<file path="config.mk">
export PLATFORM = sky130hd
export DESIGN_NAME = reset_source_sequencer
export DESIGN_NICKNAME = d
export VERILOG_FILES = /design/src/reset_seq_pkg.sv /design/src/filter_link_if.sv /design/src/persist_filter.sv /design/src/reset_source_sequencer.sv
export SDC_FILE = /design/constraint.sdc
export NUM_CORES = 1
export LEC_CHECK = 0
export ABC_AREA = 1
export BUFFER_PORTS_ARGS = -buffer_cell sky130_fd_sc_hd__buf_2
export CORE_AREA = 5 5 90 92
export DETAILED_ROUTE_END_ITERATION = 6
export DIE_AREA = 0 0 95 97
export PLACE_DENSITY = 0.7
export SLEW_MARGIN = 20
export SYNTH_ARGS = -nofsm -noshare
export SYNTH_HDL_FRONTEND = slang
export SYNTH_HIERARCHICAL = 1
export SYNTH_SLANG_ARGS = --single-unit
</file>
<file path="constraint.sdc">
create_clock -name ref_clk -period 0.8 [get_ports ref_clk]
set_input_delay 0.2 -clock ref_clk [delete_from_list [all_inputs] [get_ports ref_clk]]
set_output_delay 0.2 -clock ref_clk [all_outputs]
set_load 0.02 [all_outputs]
</file>
<file path="src/reset_seq_pkg.sv">
// Shared constants and types for the reset source sequencer.
package reset_seq_pkg;
    localparam int CLK_PERIOD_PS = 4000;
    localparam longint PS_PER_NS = 1000;
    localparam longint PS_PER_US = 1000000;
    // Minimum low time on the reset pin that counts as a reset, in ns.
    localparam int PIN_MIN_PULSE_NS = 100;
    localparam int PIN_MIN_CYCLES =
        int'((PIN_MIN_PULSE_NS * PS_PER_NS + CLK_PERIOD_PS - 1) / CLK_PERIOD_PS);
    // Minimum time the supply must stay below the brown-out level, in us.
    localparam int BROWNOUT_MIN_US = 2;
    localparam int BROWNOUT_MIN_CYCLES =
        int'((BROWNOUT_MIN_US * PS_PER_US + CLK_PERIOD_PS - 1) / CLK_PERIOD_PS);
    localparam int FILTER_CNT_W = 12;
    // Reset stretch times per clock select fuse setting, in us.
    localparam int STRETCH_SHORT_US = 4;
    localparam int STRETCH_MID_US = 4100;
    localparam int STRETCH_LONG_US = 65000;
    localparam int STRETCH_W = 24;
    localparam int STRETCH_SHORT_CYCLES =
        int'((STRETCH_SHORT_US * PS_PER_US + CLK_PERIOD_PS - 1) / CLK_PERIOD_PS);
    localparam int STRETCH_MID_CYCLES =
        int'((STRETCH_MID_US * PS_PER_US + CLK_PERIOD_PS - 1) / CLK_PERIOD_PS);
    localparam int STRETCH_LONG_CYCLES =
        int'((STRETCH_LONG_US * PS_PER_US + CLK_PERIOD_PS - 1) / CLK_PERIOD_PS);
    localparam logic [STRETCH_W-1:0] STRETCH_NONE = 24'h000001;
    // Clock select fuse encodings.
    localparam logic [1:0] SEL_NONE = 2'h0;
    localparam logic [1:0] SEL_SHORT = 2'h1;
    localparam logic [1:0] SEL_MID = 2'h2;
    // Reset cause flag positions.
    localparam int FLAG_COUNT = 5;
    localparam int FLAG_POWER_ON = 0;
    localparam int FLAG_PIN = 1;
    localparam int FLAG_BROWNOUT = 2;
    localparam int FLAG_WATCHDOG = 3;
    localparam int FLAG_TEST_PORT = 4;
    localparam logic [FLAG_COUNT-1:0] CAUSE_RESET_VALUE = 5'h00;
    localparam logic [FLAG_COUNT-1:0] POWER_ON_MASK = 5'h01;
    typedef enum logic [1:0] {SEQ_HOLD, SEQ_STRETCH, SEQ_RUN} seq_state_type;
endpackage : reset_seq_pkg

</file>
<file path="src/filter_link_if.sv">
// Carrier between the sequencer and a persistence filter.
`timescale 1ns/1ps
interface filter_link_if;
    logic level;
    logic qualified;
    modport filter (input level, output qualified);
    modport user (output level, input qualified);
endinterface : filter_link_if

</file>
<file path="src/persist_filter.sv">
// Qualifies a level only after it has persisted for a minimum number of cycles.
`timescale 1ns/1ps
module persist_filter #(
    parameter int MIN_CYCLES = 25,
    parameter int CNT_W      = 12
) (
    input  wire logic          ref_clk,
    input  wire logic          rst_n,
    filter_link_if.filter      link
);
    logic [CNT_W-1:0] count;

    // The count saturates, so a long condition never wraps and drops out.
    always_ff @(posedge ref_clk) begin
        if (!rst_n) begin
            count <= '0;
        end else if (!link.level) begin
            count <= '0;
        end else if (count != CNT_W'(MIN_CYCLES)) begin
            count <= count + 1'b1;
        end
    end

    // The level must still be present when the count is reached.
    always_ff @(posedge ref_clk) begin
        if (!rst_n) begin
            link.qualified <= 1'b0;
        end else begin
            link.qualified <= link.level && (count == CNT_W'(MIN_CYCLES));
        end
    end

    AST_FILTER_DROP: assert property (@(posedge ref_clk) disable iff (!rst_n)
        !link.level |=> !link.qualified)
        else $error("Qualified output stayed up after the level dropped.");

    AST_FILTER_SHORT: assert property (@(posedge ref_clk) disable iff (!rst_n)
        $rose(link.level) ##1 !link.level |-> ##1 !link.qualified)
        else $error("A one-cycle level was qualified.");
endmodule : persist_filter

</file>
<file path="src/reset_source_sequencer.sv">
// Reset source sequencer: five reset sources merged into one stretched internal reset.
`timescale 1ns/1ps
module reset_source_sequencer #(
    parameter int STRETCH_MID_CYCLES  = reset_seq_pkg::STRETCH_MID_CYCLES,
    parameter int STRETCH_LONG_CYCLES = reset_seq_pkg::STRETCH_LONG_CYCLES
) (
    input  wire logic                                ref_clk,
    input  wire logic                                rst_n,
    input  wire logic                                supplyBelowPowerOn,
    input  wire logic                                resetPin_n,
    input  wire logic                                watchdogExpired,
    input  wire logic                                watchdogEnabled,
    input  wire logic                                brownoutBelowLow,
    input  wire logic                                brownoutBelowHigh,
    input  wire logic                                brownoutEnableFuse,
    input  wire logic                                brownoutLevelFuse,
    input  wire logic                                testPortResetBit,
    input  wire logic [1:0]                          clockSelectFuses,
    input  wire logic                                causeWrite,
    input  wire logic [reset_seq_pkg::FLAG_COUNT-1:0] causeWriteData,
    output logic                                     internalReset,
    output logic                                     ioPortReset,
    output logic                                     fetchResetVector,
    output logic                                     watchdogResetPulse,
    output logic [reset_seq_pkg::FLAG_COUNT-1:0]     resetCause
);
    localparam int SW = reset_seq_pkg::STRETCH_W;
    localparam logic [SW-1:0] STRETCH_NONE_VAL = reset_seq_pkg::STRETCH_NONE;

    function automatic logic [SW-1:0] stretchFor(input logic [1:0] sel);
        logic [SW-1:0] length;
        length = SW'(STRETCH_LONG_CYCLES);
        if (sel == reset_seq_pkg::SEL_NONE) begin
            length = reset_seq_pkg::STRETCH_NONE;
        end else if (sel == reset_seq_pkg::SEL_SHORT) begin
            length = SW'(reset_seq_pkg::STRETCH_SHORT_CYCLES);
        end else if (sel == reset_seq_pkg::SEL_MID) begin
            length = SW'(STRETCH_MID_CYCLES);
        end
        return length;
    endfunction : stretchFor

    logic                      brownoutRaw;
    logic                      rawAny;
    logic [3:0]                syncFirst;
    logic [3:0]                syncSecond;
    logic                      porSync;
    logic                      pinLowSync;
    logic                      brownoutSync;
    logic                      testSync;
    logic                      wdPulse;
    logic                      sourceActive;
    logic [SW-1:0]             stretchCount;
    logic [SW:0]               quietCycles;
    logic [reset_seq_pkg::FLAG_COUNT-1:0] setVec;
    logic [reset_seq_pkg::FLAG_COUNT-1:0] clearVec;
    reset_seq_pkg::seq_state_type state;
    reset_seq_pkg::seq_state_type next_state;

    filter_link_if pinLink ();
    filter_link_if brownoutLink ();

    // The level fuse picks the comparator before synchronising, so only one path is sampled.
    assign brownoutRaw = brownoutLevelFuse ? brownoutBelowHigh : brownoutBelowLow;

    // Raw sources for the clockless port reset; the watchdog pulse is already synchronous.
    assign rawAny = supplyBelowPowerOn | !resetPin_n | (brownoutEnableFuse & brownoutRaw)
                  | testPortResetBit | wdPulse;

    always_ff @(posedge ref_clk) begin
        if (!rst_n) begin
            syncFirst  <= 4'hF;
            syncSecond <= 4'hF;
        end else begin
            syncFirst  <= {testPortResetBit, brownoutRaw, !resetPin_n, supplyBelowPowerOn};
            syncSecond <= syncFirst;
        end
    end

    assign porSync      = syncSecond[0];
    assign pinLowSync   = syncSecond[1];
    assign brownoutSync = syncSecond[2];
    assign testSync     = syncSecond[3];

    assign pinLink.level      = pinLowSync;
    assign brownoutLink.level = brownoutSync & brownoutEnableFuse;

    persist_filter #(
        .MIN_CYCLES (reset_seq_pkg::PIN_MIN_CYCLES),
        .CNT_W      (reset_seq_pkg::FILTER_CNT_W)
    ) pinFilter (
        .ref_clk (ref_clk),
        .rst_n   (rst_n),
        .link    (pinLink)
    );

    persist_filter #(
        .MIN_CYCLES (reset_seq_pkg::BROWNOUT_MIN_CYCLES),
        .CNT_W      (reset_seq_pkg::FILTER_CNT_W)
    ) brownoutFilter (
        .ref_clk (ref_clk),
        .rst_n   (rst_n),
        .link    (brownoutLink)
    );

    // One-cycle watchdog reset pulse; an expiry sampled while the pulse is high is masked and gives no second pulse.
    always_ff @(posedge ref_clk) begin
        if (!rst_n) begin
            wdPulse <= 1'b0;
        end else begin
            wdPulse <= watchdogExpired & watchdogEnabled & !wdPulse;
        end
    end

    assign watchdogResetPulse = wdPulse;

    assign sourceActive = porSync | pinLink.qualified | brownoutLink.qualified
                        | testSync | wdPulse;

    always_comb begin
        next_state = state;
        case (state)
            reset_seq_pkg::SEQ_HOLD: begin
                if (!sourceActive) begin
                    next_state = reset_seq_pkg::SEQ_STRETCH;
                end
            end
            reset_seq_pkg::SEQ_STRETCH: begin
                if (sourceActive) begin
                    next_state = reset_seq_pkg::SEQ_HOLD;
                end else if (stretchCount == STRETCH_NONE_VAL) begin
                    next_state = reset_seq_pkg::SEQ_RUN;
                end
            end
            default: begin
                if (sourceActive) begin
                    next_state = reset_seq_pkg::SEQ_HOLD;
                end
            end
        endcase
    end

    always_ff @(posedge ref_clk) begin
        if (!rst_n) begin
            state <= reset_seq_pkg::SEQ_HOLD;
        end else begin
            state <= next_state;
        end
    end

    always_ff @(posedge ref_clk) begin
        if (!rst_n) begin
            stretchCount <= STRETCH_NONE_VAL;
        end else if (state != reset_seq_pkg::SEQ_STRETCH) begin
            stretchCount <= stretchFor(clockSelectFuses);
        end else begin
            stretchCount <= stretchCount - 1'b1;
        end
    end

    // Release happens only on a clock edge; ioPortReset follows internalReset and clears one edge later.
    always_ff @(posedge ref_clk) begin
        if (!rst_n) begin
            internalReset    <= 1'b1;
            fetchResetVector <= 1'b0;
        end else begin
            internalReset    <= next_state != reset_seq_pkg::SEQ_RUN;
            fetchResetVector <= internalReset && next_state == reset_seq_pkg::SEQ_RUN;
        end
    end

    // Asserts with no clock; clears only when the clocked internal reset has released.
    always_ff @(posedge ref_clk or posedge rawAny) begin
        if (rawAny) begin
            ioPortReset <= 1'b1;
        end else if (!rst_n) begin
            ioPortReset <= 1'b1;
        end else begin
            ioPortReset <= internalReset;
        end
    end

    always_comb begin
        setVec = '0;
        setVec[reset_seq_pkg::FLAG_POWER_ON]  = porSync;
        setVec[reset_seq_pkg::FLAG_PIN]       = pinLink.qualified;
        setVec[reset_seq_pkg::FLAG_BROWNOUT]  = brownoutLink.qualified;
        setVec[reset_seq_pkg::FLAG_WATCHDOG]  = wdPulse;
        setVec[reset_seq_pkg::FLAG_TEST_PORT] = testSync;
        clearVec = causeWrite ? ~causeWriteData : '0;
        if (porSync) begin
            clearVec = clearVec | ~reset_seq_pkg::POWER_ON_MASK;
        end
    end

    // A new cause in the same cycle as its clear is kept.
    always_ff @(posedge ref_clk) begin
        if (!rst_n) begin
            resetCause <= reset_seq_pkg::CAUSE_RESET_VALUE;
        end else begin
            resetCause <= (resetCause & ~clearVec) | setVec;
        end
    end

    // Helper for checking: cycles since all sources went quiet.
    always_ff @(posedge ref_clk) begin
        if (!rst_n || sourceActive) begin
            quietCycles <= '0;
        end else if (quietCycles != {(SW+1){1'b1}}) begin
            quietCycles <= quietCycles + 1'b1;
        end
    end

    AST_HOLD_WHILE_SOURCE: assert property (@(posedge ref_clk) disable iff (!rst_n)
        sourceActive |=> internalReset && state == reset_seq_pkg::SEQ_HOLD)
        else $error("Internal reset not held while a source is active.");

    AST_TEST_PORT_HOLD: assert property (@(posedge ref_clk) disable iff (!rst_n)
        testSync [*2] |=> internalReset)
        else $error("Test port reset bit did not hold the device in reset.");

    AST_IO_ASYNC: assert property (@(posedge ref_clk) disable iff (!rst_n)
        rawAny |=> ioPortReset)
        else $error("Port reset not asserted for an active source.");

    AST_STRETCH_LENGTH: assert property (@(posedge ref_clk) disable iff (!rst_n)
        $fell(internalReset) && $stable(clockSelectFuses)
            |-> quietCycles == {1'b0, stretchFor(clockSelectFuses)} + 1'b1)
        else $error("Internal reset released after the wrong stretch.");

    AST_FETCH_ON_RELEASE: assert property (@(posedge ref_clk) disable iff (!rst_n)
        $fell(internalReset) |-> fetchResetVector ##1 !fetchResetVector)
        else $error("Reset vector fetch not a single pulse at release.");

    AST_WD_ONE_CYCLE: assert property (@(posedge ref_clk) disable iff (!rst_n)
        wdPulse |=> !wdPulse ##0 internalReset)
        else $error("Watchdog reset pulse longer than one cycle.");

    AST_WD_ENABLED: assert property (@(posedge ref_clk) disable iff (!rst_n)
        wdPulse |-> $past(watchdogEnabled) && $past(watchdogExpired))
        else $error("Watchdog reset without an enabled expiry.");

    AST_CAUSE_SET: assert property (@(posedge ref_clk) disable iff (!rst_n)
        wdPulse |=> resetCause[reset_seq_pkg::FLAG_WATCHDOG])
        else $error("Watchdog cause flag not set.");

    AST_POR_KEEPS_OWN: assert property (@(posedge ref_clk) disable iff (!rst_n)
        porSync && !pinLink.qualified && !brownoutLink.qualified && !testSync && !wdPulse
            |=> resetCause == reset_seq_pkg::POWER_ON_MASK)
        else $error("Power-on did not leave only its own cause flag.");
endmodule : reset_source_sequencer

</file>
# ---- Word level (Yosys, flattened, before mapping)
# Cells that the tools add are included.
dict set report word_totals {
  regBits 69
  elab_cells 65
  inputBits 19
  out_inout_bits 9
}
dict set report op_classes {
  n_reduce_logical 9
  n_bitwise 16
  add_sub_neg 3
  n_eq_ne 11
  mux 13
}
# operator n
set op_table {}
lappend op_table {{$mux W24} 4}
lappend op_table {{$add A12 B1 Y12 const B} 2}
lappend op_table {{$eq A24 B1 Y1 const B} 1}
lappend op_table {{$sub A24 B1 Y24 const B} 1}
lappend op_table {{$eq A12 B5 Y1 const B} 1}
lappend op_table {{$eq A12 B9 Y1 const B} 1}
lappend op_table {{$ne A12 B5 Y1 const B} 1}
lappend op_table {{$ne A12 B9 Y1 const B} 1}
lappend op_table {{$mux W5} 2}
lappend op_table {{$not A5 Y5} 2}
lappend op_table {{$mux W2} 4}
lappend op_table {{$or A1 B1 Y1} 8}
lappend op_table {{$and A5 B5 Y5} 1}
lappend op_table {{$or A5 B5 Y5} 1}
lappend op_table {{$and A1 B1 Y1} 4}
lappend op_table {{$eq A2 B1 Y1 const B} 2}
lappend op_table {{$eq A2 B2 Y1 const B} 2}
lappend op_table {{$logic_not A2 Y1} 2}
lappend op_table {{$pmux W2 S2} 1}
lappend op_table {{$reduce_and A2 Y1} 2}
lappend op_table {{$logic_and A1 B1 Y1} 3}
lappend op_table {{$logic_not A1 Y1} 2}
lappend op_table {{$mux W1} 2}
lappend op_table {{$ne A2 B1 Y1 const B} 1}
lappend op_table {{$ne A2 B2 Y1 const B} 1}

# ---- Longest topological paths before layout
# Gate-level depths: netlist (run 1).
dict set report logic_depth {
  ltp_word 8
  mapped_depth 9
}

# ---- By module
# Netlist (run 1), hierarchy kept.
# module seq_area_each_um2 area_each_um2 n_inst cells_each
set by_module_without_submodules {}
lappend by_module_without_submodules {reset_source_sequencer 867.1 2119.5 1 279}
lappend by_module_without_submodules {{persist_filter (pinFilter)} 260.2 694.4 1 102}
lappend by_module_without_submodules {{persist_filter (brownoutFilter)} 260.2 689.4 1 100}

# ---- Least setup slack after synthesis (run 1)
# OpenSTA, ideal clock, no wires.
dict set report synth_timing {
  path_kind {register to register}
  from {register stretchCount[0]}
  to {register stretchCount[20]}
  slack_ns -0.527
  path_stages_with_launch 10
  n_path_buf 0
  arrival_ns 1.205
  cell_sequence {dfxtp_1 inv_1 ha_1 nand2_4 nor2_8 nand2_2 nor2_2 or2_1 nand2_1 nand2_1}
}
dict set report synth_via {
  elab_chain_cells 2
}
# item line
set synth_rtl {}
lappend synth_rtl {{from (decl)} reset_source_sequencer.sv:53} ;# logic [SW-1:0] stretchCount;
lappend synth_rtl {{from (signal assigned)} reset_source_sequencer.sv:155} ;# stretchCount <= stretchFor(clockSelectFuses);
lappend synth_rtl {{from (signal assigned)} reset_source_sequencer.sv:157} ;# stretchCount <= stretchCount - 1'b1;
lappend synth_rtl {{$sub A24 B1 Y24} reset_source_sequencer.sv:157}
lappend synth_rtl {{$mux W24} reset_source_sequencer.sv:154} ;# end else if (state != reset_seq_pkg::SEQ_STRETCH) begin
# No other way between the ends.
# A chain may end at the register's enable or synchronous reset.

# ---- Worst setup path after layout (run 1)
dict set report layout_timing {
  from {register stretchCount[2]}
  to {register fetchResetVector}
}
dict set report layout_via {
  elab_chain_cells 6
}
# item line
set layout_rtl {}
lappend layout_rtl {{$eq A24 B1 Y1} reset_source_sequencer.sv:131} ;# end else if (stretchCount == STRETCH_NONE_VAL) begin
lappend layout_rtl {{$mux W2} reset_source_sequencer.sv:131}
lappend layout_rtl {{$mux W2} reset_source_sequencer.sv:129} ;# if (sourceActive) begin
lappend layout_rtl {{$pmux W2 S2} reset_source_sequencer.sv:122} ;# case (state)
lappend layout_rtl {{$eq A2 B2 Y1} reset_source_sequencer.sv:168} ;# fetchResetVector <= internalReset && next_state == reset_seq_pkg::SEQ_RUN;
lappend layout_rtl {{$logic_and A1 B1 Y1} reset_source_sequencer.sv:168}
lappend layout_rtl {{to (signal assigned)} reset_source_sequencer.sv:168}
lappend layout_rtl {{to (decl)} reset_source_sequencer.sv:23} ;# output logic fetchResetVector,
# No other way between the ends.

==> results of run 1 <==
-- through the flow --
| step | cell area (um2) | setup WS [ns] | power (mW) | instances |
|---|---|---|---|---|
| 2_1_floorplan | 3740 | -0.370 | 4.33 | 481 |
| 3_3_place_gp | 4440 | -0.496 | 4.70 | 667 |
| 3_5_place_dp | 4440 | -0.525 | 4.72 | 667 |
| 4_1_cts | 5130 | -0.479 | 7.75 | 698 |
| 5_1_grt | 5630 | -0.570 | 8.26 | 717 |
| 6_report | 5630 | -0.495 | 7.99 | 717 |
-- layout make-up --
type / count / area (um2)
multi-input combinational: 345 / 2530
fill: 456 / 1510
sequential: 69 / 1480
timing repair buffer: 124 / 1030
inverter: 64 / 277
clock buffer: 10 / 138
tap: 99 / 124
clock inverter: 6 / 60.1
-- synth_stat cells (all sizes together) --
cell / number / area, um2
o21a: 1 / 7.51
inv: 63 / 241
a21oi: 31 / 170
and2: 1 / 6.26
o211ai: 4 / 30.0
clkinv: 1 / 3.75
xnor2: 2 / 17.5
nand4: 13 / 81.3
nand3b: 1 / 7.51
a21boi: 1 / 7.51
buf: 3 / 15.0
ha: 10 / 125
nand2: 108 / 440
o21ai: 20 / 100
nor3b: 3 / 22.5
dfxtp: 68 / 1360
a31oi: 1 / 6.26
nand3: 47 / 250
nor2: 81 / 439
dfstp: 1 / 26.3
nor4: 1 / 6.26
nor3: 5 / 25.0
o21bai: 1 / 7.51
xor2: 7 / 61.3
or2: 7 / 43.8
-- logic make-up after synthesis --
logic type / synth area share
buffers and inverters: 0.0743
adders and majority gates: 0.0357
and+or+nand+nor: 0.378
DFF: 0.396
xor gates and xnor gates: 0.0225
AOI/OAI and AO/OA: 0.0939
-- power by group --
group,switching [mW],internal [mW],leakage (nW)
combinational,0.737,0.659,1.74
clock,1.40,1.52,0.103
sequential,0.148,3.53,0.587
-- worst max-delay path, delay by kind of cell, from the launching register on --
kind / cells / cell delay, ns
buffers and inverters: 1 / 0.11
and+or+nand+nor: 7 / 0.78
DFF: 1 / 0.34
-- routing by layer --
metal  global-route usage  vias to the layer above
met4               0.0888                        0
met3               0.0512                       29
met1                0.237                     1807
met2                0.382                       85
met5                    0                        -
li1                     -                     1825
-- what timing repair did --
item / CTS / global route
cloned: 0 / 0
pin swaps: 47 / 56
hold endpoints to repair: 1 / 0
hold buffers: 1 / 0
setup buffers: 15 / 24
endpoints found under the setup margin: 63 / 68
gates resized for setup: 117 / 103
-- layout by cell type, fill, tap and decap left out, types with 13 or more instances in the layout --
cell type	synthesis	layout
dfxtp_4	0	14
buf_4	0	73
a21oi_2	4	16
nor2_2	11	14
dfxtp_2	0	30
nand2_1	100	75
inv_1	57	44
buf_6	0	30
nand3_2	3	23
nand2_2	5	22
buf_2	3	18
nand4_1	13	13
dfxtp_1	68	24
nor2_4	10	34
nand3_1	44	18
nor2_1	58	31
a21oi_1	27	15
-- how the worst min path moves through the flow --
stage,endpoint,startpoint,cells after the start
floorplan,ioPortReset,brownoutEnableFuse,1
global placement,ioPortReset,brownoutEnableFuse,2
detailed placement,ioPortReset,brownoutEnableFuse,2
CTS,syncFirst[1],resetPin_n,2
global route,syncFirst[1],resetPin_n,2
finish,syncFirst[1],resetPin_n,2
-- state kept, by name, summed over array words and instances (netlist names) --
name                           flops
syncFirst                          4
resetCause                         5
pinFilter/link.qualified           1
internalReset                      1
pinFilter/count                   12
syncSecond                         4
ioPortReset                        1
watchdogResetPulse                 1
fetchResetVector                   1
brownoutFilter/count              12
state                              2
stretchCount                      24
brownoutFilter/link.qualified      1
==> results.sh, run 1 <==
export IMPL_crit_slowest_cell="dfxtp_2"
export IMPL_relSlewSlack=0.746
export IMPL_antenna_found_initial=0
export IMPL_core_um2=7140
export IMPL_dr_wl_met2_um=6020
export IMPL_finalMaxSlewViolations=0
export IMPL_worstRegToRegCells=8
export IMPL_cts_buffer_depth=2
export IMPL_grt_pass1_wl_um=15800
export IMPL_die_width_um=95
export IMPL_boundaryPins=28
export IMPL_wl_um=10700
export IMPL_ys_ff_latch=69
export IMPL_cap_violations=0
export IMPL_rrSetupSlack_ns=-0.49
export IMPL_drt_first_iter_violations=115
export IMPL_fin_hold_ws_ns=0.0285
export IMPL_start_util=0.491
export IMPL_setup_viol=63
export IMPL_cp_max_fo=2
export IMPL_r2r_end="fetchResetVector"
export IMPL_first_global_vias=3573
export IMPL_fp_row_count=31
export IMPL_cts_root_buf="clkbuf_8"
export IMPL_powerDensity_nw_per_um2=1420
export IMPL_vdd_drop_max_v=0.000948
export IMPL_fmax_mhz=772
export IMPL_vias=3746
export IMPL_routedWlPerCell_um=14.9
export IMPL_grt_max_degree=14
export IMPL_finalCriticalPeriod_ns=1.29
export IMPL_clock_latency_ns=0.35
export IMPL_crit_type="reg2reg"
export IMPL_fp_dieH_um=97
export IMPL_status="finished with violations"
export IMPL_crit_path_start="stretchCount[2]"
export IMPL_ant_nets=0
export IMPL_cts_buffers=9
export IMPL_final_util=0.789
export IMPL_cp_cell_sequence="buf_6 -> nor2_4 -> nand2_1 -> nor2_2 -> nand4_1 -> nand2_1 -> nand3_2 -> nor2_2"
export IMPL_grt_overflow=0
export IMPL_viasPerCell=5.22
export IMPL_synth_area_um2=3500
export IMPL_drc=0
export IMPL_critical_path_endpoint_type="register"
export IMPL_portBuffers=27
export IMPL_cts_max_level=3
export IMPL_clk_pin_slew_ns=0.08
export IMPL_fin_ws_ns=-0.495
export IMPL_layout_drive_gt1_share=0.578
export IMPL_violations="setup timing"
export IMPL_hpwl_um=6440
export IMPL_syn_avg_cell_area_um2=7.28
export IMPL_ys_types=36
export IMPL_crit_end="fetchResetVector"
export IMPL_critPathLaunchType="register"
export IMPL_syn_num_nets=510
export IMPL_antenna_cells=0
export IMPL_fin_setup_tns_ns=-20.60
export IMPL_grt_total_usage=0.214
export IMPL_min_period_over_period=1.62
export IMPL_area_growth_pct=60.7
export IMPL_p_leak_nw=2.43
export IMPL_die_area_um2=9220
export IMPL_hold_viol_final=0
export IMPL_synthCells=481
export IMPL_fin_nets=642
export IMPL_crit_arrival_ns=1.58
export IMPL_critPathMaxStageDelay_ns=0.34
export IMPL_place_congestion=0.857
export IMPL_cp_required_ns=1.08
export IMPL_synth_seq_area_share=0.396
export IMPL_wl_met1_um=3960
export IMPL_highest_layer="met4"
export IMPL_cts_tree="done"
export IMPL_wl_met3_um=408
export IMPL_rr_startpoint="stretchCount[2]"
export IMPL_hold_class="in2reg"
export IMPL_worst_clock_skew_ns=0.00905
export IMPL_cts_num_sinks=69
export IMPL_drt_pass1_iter_count=4
export IMPL_rsz0062_at_grt="yes"
export IMPL_yosys_warnings=6
export IMPL_tightest_slew_ns=0.380
Note: power is estimated with default switching activity, not from simulation.
==> run 2: changes to the inputs <==
- PLACE_DENSITY: 0.7 -> 0.67
- clock period: 0.8 -> 1.35 ns (I/O delays scaled with it)
==> run 2 against run 1 <==
Design area decreased by 23%. Critical path depth decreased by 7. Global-route usage decreased by 4.4 points. Routed wire length decreased by 27%. First-iteration DRC count increased by 17%. Clock power decreased by 34%. Non-clock buffer count decreased by 75. The flow now finishes without violations. Core utilization decreased by 18 points. Clock skew increased by 0.0046 ns. Largest cell class unchanged. Worst setup slack improved by 0.52 ns. Worst hold slack improved by 0.11 ns.
==> results.sh, run 2 (same netlist as run 1, synthesis figures left out) <==
export IMPL_status="complete, no violations"
export IMPL_drt_first_iter_violations=134
export IMPL_top_register="stretchCount"
export IMPL_rrSetupSlack_ns=0.03
export IMPL_finalMaxSlewViolations=0
export IMPL_clk_pin_slew_ns=0.08
export IMPL_crit_slowest_cell="dfstp_2"
export IMPL_portBuffers=27
export IMPL_core_um2=7140
export IMPL_fin_ws_ns=0.0274
export IMPL_crit_arrival_ns=0.99
export IMPL_grt_max_degree=13
export IMPL_crit_path_start="ioPortReset"
export IMPL_multi_input_area_um2=2010
export IMPL_worstRegToRegCells=9
export IMPL_nFillCells=670
export IMPL_cts_root_buf="clkbuf_8"
export IMPL_final_common_cell="nand2_1"
export IMPL_place_congestion=0.841
export IMPL_layout_drive_gt1_share=0.273
export IMPL_relSlewSlack=0.712
export IMPL_start_util=0.491
export IMPL_cts_buffer_depth=2
export IMPL_critPathMaxStageDelay_ns=0.53
export IMPL_grt_total_usage=0.170
export IMPL_min_period_over_period=0.980
export IMPL_reg_top3="stretchCount: 24 flops, brownoutFilter/count: 12 flops, pinFilter/count: 12 flops"
export IMPL_crit_cells=1
export IMPL_cts_buffers=9
export IMPL_fmax_mhz=756
export IMPL_rr_startpoint="stretchCount[1]"
export IMPL_tightest_slew_ns=0.430
export IMPL_wl_um=7770
export IMPL_hpwl_um=5680
export IMPL_setup_viol=0
export IMPL_rsz0062_at_grt="yes"
export IMPL_cts_num_sinks=69
export IMPL_cp_cell_sequence="buf_6"
export IMPL_antenna_found_initial=0
export IMPL_place_ws_ns=-0.0310
export IMPL_crit_type="reg2out"
export IMPL_final_cell_mix="97 x nand2_1, 62 x dfxtp_1, 53 x inv_1"
export IMPL_vdd_drop_max_v=0.000591
export IMPL_antenna_cells=0
export IMPL_critPathLaunchType="register"
export IMPL_p_leak_nw=1.87
export IMPL_hold_viol_final=0
export IMPL_routedWlPerCell_um=12.1
export IMPL_grt_overflow=0
export IMPL_final_util=0.604
export IMPL_viasPerCell=5.01
export IMPL_crit_buf_inv=1
export IMPL_cap_violations=0
export IMPL_fp_row_count=31
export IMPL_powerDensity_nw_per_um2=1080
export IMPL_clock_latency_ns=0.35
export IMPL_boundaryPins=28
export IMPL_hold_buffers=0
export IMPL_die_width_um=95
export IMPL_final_cell_area_um2=4310
export IMPL_final_cells=642
export IMPL_worst_clock_skew_ns=0.0137
export IMPL_first_global_vias=2998
export IMPL_cts_tree="done"
export IMPL_finalCriticalPeriod_ns=1.32
export IMPL_cts_max_level=3
export IMPL_r2r_end="stretchCount[22]"
export IMPL_area_growth_pct=23.1
export IMPL_critical_path_endpoint_type="primary output"
export IMPL_regArea_um2=1400
export IMPL_ant_nets=0
export IMPL_place_area_um2=3860
export IMPL_crit_family="flip-flops"
export IMPL_hold_class="in2async"
export IMPL_grt_pass1_wl_um=12800
export IMPL_fp_dieH_um=97
export IMPL_cp_max_fo=1
export IMPL_fin_nets=567
export IMPL_vias=3216
export IMPL_dp_cells=619
export IMPL_die_area_um2=9220
export IMPL_cp_required_ns=1.01
export IMPL_drc=0
export IMPL_largest_reg_flops=24
export IMPL_drt_pass1_iter_count=5
==> run 2: changes by cell type in the layout (fill, tap and decap cells not counted), sizes merged <==
cell	before	now
buf	123	49
bufinv	1	2
clkbuf	10	11
clkinvlp	1	0
dlygate4sd3	1	0
inv	65	64
==> run 2: what timing repair did <==
item | CTS | global route
gates resized for setup | 6 | 42
buffers inserted | 1 | 6
setup endpoints to repair | 6 | 20
pin swaps | 1 | 15
cloned | 0 | 0
==> run 2: per-layer routing <==
layer / track usage / vias to the layer above / wire [um]
li1: - / 1663 / -
met1: 0.217 / 1477 / 3580
met2: 0.271 / 67 / 3760
met3: 0.0497 / 9 / 335
met4: 0.0555 / 0 / 100
met5: 0 / - / 0
==> run 2: metrics by stage <==
| stage | power [mW] | hold slack [ns] | setup TNS [ns] |
|---|---|---|---|
| after floorplan | 2.52 | 0.307 | 0 |
| after global placement | 2.67 | 0.395 | 0 |
| after detailed placement | 2.68 | 0.403 | -0.0555 |
| after CTS | 4.62 | 0.133 | 0 |
| after global routing | 4.86 | 0.127 | -0.213 |
| final | 4.67 | 0.136 | 0 |
==> run 2: power breakdown <==
group	switching [mW]	internal, mW	leakage, nW	total (mW)
logic	0.332	0.221	1.19	0.553
clock network	0.799	1.14	0.120	1.94
registers	0.0674	2.11	0.568	2.17
==> run 2: layout make-up <==
cell class                      instances  share of cell area
Clock inverter                          5              0.0191
Timing Repair Buffer                   49              0.0719
Tap cell                               99              0.0287
Inverter                               64              0.0568
Multi-Input combinational cell        345               0.465
Clock buffer                           11              0.0351
Sequential cell                        69               0.323
==> run 2: worst register-to-register path, stage by stage (launching register included) <==
cell	delay (ns)
dfxtp_1	0.31
inv_2	0.09
ha_4	0.18
nand2_8	0.08
nor2_4	0.17
nand3_4	0.11
nor2_2	0.11
nand2_1	0.06
nand3_1	0.07
nand2_1	0.04
==> run 2: how the worst max path moves through the flow <==
| stage | end |
|---|---|
| floorplan | stretchCount[20] |
| global placement | stretchCount[20] |
| detailed placement | stretchCount[22] |
| CTS | ioPortReset |
| global route | fetchResetVector |
| finish | ioPortReset |
==> run 3: changes to the inputs <==
- ABC_AREA: 1 -> 0
- CORE_AREA: 5 5 90 92 -> 5 5 86 88
- DIE_AREA: 0 0 95 97 -> 0 0 91 93
==> run 3 against run 2 <==
The flow now finishes with violations (setup timing). Design area rose by 8.5%. Total power rose by 4.3%. Count of clock-buffer cells in the layout fell by 2. Cell count fell by 14%. Sequential share of layout area fell by 1.9 points. Non-clock buffer count rose by 68. Die area fell by 8.2%. Worst hold slack got worse by 0.048 ns. Routed wire length rose by 1.9%. Sequential power barely moved. Core utilization rose by 11 points. Largest power group unchanged.
==> results.sh, run 3 <==
export IMPL_status="finished with violations"
export IMPL_violations="setup timing"
export IMPL_critical_path_endpoint_type="register"
export IMPL_synthCells=345
export IMPL_die_width_um=91
export IMPL_relSlewSlack=0.671
export IMPL_synth_ff_type="dfxtp_1"
export IMPL_cp_max_fo=3
export IMPL_vias=2952
export IMPL_grt_overflow=0
export IMPL_wl_um=7920
export IMPL_p_leak_nw=1.96
export IMPL_cts_buffers=9
export IMPL_place_congestion=0.835
export IMPL_cts_max_level=3
export IMPL_worstRegToRegCells=4
export IMPL_finalCriticalPeriod_ns=1.72
export IMPL_cts_tree="done"
export IMPL_first_global_vias=2965
export IMPL_hpwl_um=5260
export IMPL_worst_clock_skew_ns=0.0107
export IMPL_clock_latency_ns=0.35
export IMPL_fp_row_count=30
export IMPL_setup_viol=25
export IMPL_portBuffers=27
export IMPL_area_growth_pct=48.5
export IMPL_crit_arrival_ns=2.00
export IMPL_fp_dieH_um=93
export IMPL_cts_buffer_depth=2
export IMPL_cts_root_buf="clkbuf_8"
export IMPL_clk_pin_slew_ns=0.07
export IMPL_hold_class="in2async"
export IMPL_routedWlPerCell_um=14.4
export IMPL_synth_seq_area_share=0.440
export IMPL_final_common_cell="buf_4"
export IMPL_ys_ff_latch=69
export IMPL_yosysTopAreaCellShare=0.432
export IMPL_final_cell_mix="83 x buf_4, 45 x dfxtp_1, 33 x nor2_1"
export IMPL_fin_nets=495
export IMPL_fin_hold_ws_ns=0.0874
export IMPL_crit_type="reg2reg"
export IMPL_fin_ws_ns=-0.368
export IMPL_fin_setup_tns_ns=-4.24
export IMPL_finalMaxSlewViolations=0
export IMPL_synth_enable_flop_cells=0
export IMPL_yosys_top_cells_count="68 x dfxtp_1, 34 x nor2_1, 22 x nand3_1"
export IMPL_viasPerCell=5.37
export IMPL_vdd_drop_max_v=0.000820
export IMPL_critPathLaunchType="register"
export IMPL_start_util=0.480
export IMPL_final_cell_area_um2=4680
export IMPL_drt_first_iter_violations=73
export IMPL_drc=0
export IMPL_async_flop_share=0.0145
export IMPL_cts_num_sinks=69
export IMPL_grt_total_usage=0.191
export IMPL_reg_top3="stretchCount: 24 flops, brownoutFilter/count: 12 flops, pinFilter/count: 12 flops"
export IMPL_core_um2=6570
export IMPL_largest_reg_flops=24
export IMPL_min_period_over_period=1.27
export IMPL_drt_pass1_iter_count=5
export IMPL_syn_num_nets=374
export IMPL_boundaryPins=28
export IMPL_hold_viol_final=0
export IMPL_grt_max_degree=13
export IMPL_grt_pass1_wl_um=13200
export IMPL_fmax_mhz=582
export IMPL_final_util=0.713
export IMPL_finalPower_mw=4.87
export IMPL_tightest_slew_ns=0.491
export IMPL_synth_most_common_cell="dfxtp_1"
export IMPL_cp_required_ns=1.63
export IMPL_yosys_top_cells_area="dfxtp_1 43%, xor2_1 4.2%, nor2_1 4.0%, ha_1 4.0%, xnor2_1 3.9%"
export IMPL_layout_drive_gt1_share=0.447
export IMPL_ant_nets=0
export IMPL_synth_area_um2=3150
export IMPL_rsz0062_at_grt="yes"
export IMPL_powerDensity_nw_per_um2=1040
export IMPL_place_area_um2=3990
export IMPL_yosys_warnings=6
export IMPL_ys_types=58
export IMPL_antenna_cells=0
export IMPL_top_register="stretchCount"
export IMPL_die_area_um2=8460
export IMPL_syn_avg_cell_area_um2=9.14
export IMPL_antenna_found_initial=0
export IMPL_cap_violations=0
export IMPL_synth_top_cell_by_area="dfxtp_1"
-- run 3: cell count changes after synthesis, sizes merged, moves of 8 or more --
cell    delta
nor4       +8
inv       -47
nor2      -46
nand3     -24
nand2     -88
a21oi     -19
nand2b     +9
xor2       +8
xnor2     +12
-- run 3: repair_timing --
item                                    CTS  global route
endpoints found under the setup margin   37            42
pin swaps                                26            20
gates resized for setup                  44            42
hold buffers                              0             0
buffers inserted                          7             8
gates cloned                              0             0
-- run 3: cells by family after synthesis --
kind of cell,share of synthesized area
flops,0.440
buf+inv,0.0302
compound gates,0.110
simple gates,0.290
xor+xnor,0.0806
mux,0.00992
fa+ha+maj,0.0397
-- run 3: path summary, 6_finish.rpt --
| check | to | startpoint | slack, ns |
|---|---|---|---|
| max | stretchCount[23] | stretchCount[19] | -0.37 |
| min reg2reg | syncSecond[2] | syncFirst[2] | 0.41 |
| min in group ref_clk | syncFirst[3] | testPortResetBit | 0.18 |
| max reg2reg | stretchCount[23] | stretchCount[19] | -0.37 |
| min | ioPortReset | brownoutEnableFuse | 0.09 |
| max in group asynchronous | ioPortReset | watchdogResetPulse | 0.81 |
-- run 3: power by group --
| part | switching, mW | internal [mW] | total, mW |
|---|---|---|---|
| registers | 0.0573 | 2.10 | 2.16 |
| clock network | 0.796 | 1.22 | 2.02 |
| logic | 0.321 | 0.372 | 0.693 |
-- run 3: metrics by stage --
step                      worst slack [ns]  instances
final                               -0.368        550
after global routing                -0.421        550
after CTS                           -0.360        542
after detailed placement            -0.365        520
after global placement              -0.352        520
after floorplan                     -0.410        345
-- run 3: worst max-delay path, cell delays in order, from the launching register on --
cell and delay (ns):
dfxtp_2 0.32, or3_4 0.38, or3_4 0.41, or4b_1 0.48, nand3_1 0.08
-- run 3: layer usage --
| layer | routed length [um] | track usage | vias up |
|---|---|---|---|
| met3 | 250 | 0.0539 | 15 |
| met1 | 3420 | 0.222 | 1406 |
| met2 | 4070 | 0.328 | 47 |
| met5 | 0 | 0 | - |
| met4 | 178 | 0.0819 | 0 |
| li1 | - | - | 1484 |
-- run 3: area by class of cell --
cell class / count / area, um2
Sequential cell: 69 / 1420
Clock inverter: 6 / 113
Timing Repair Buffer: 117 / 843
Inverter: 16 / 65.1
Fill cell: 464 / 1890
Clock buffer: 9 / 124
Multi-Input combinational cell: 253 / 2010
Tap cell: 80 / 100
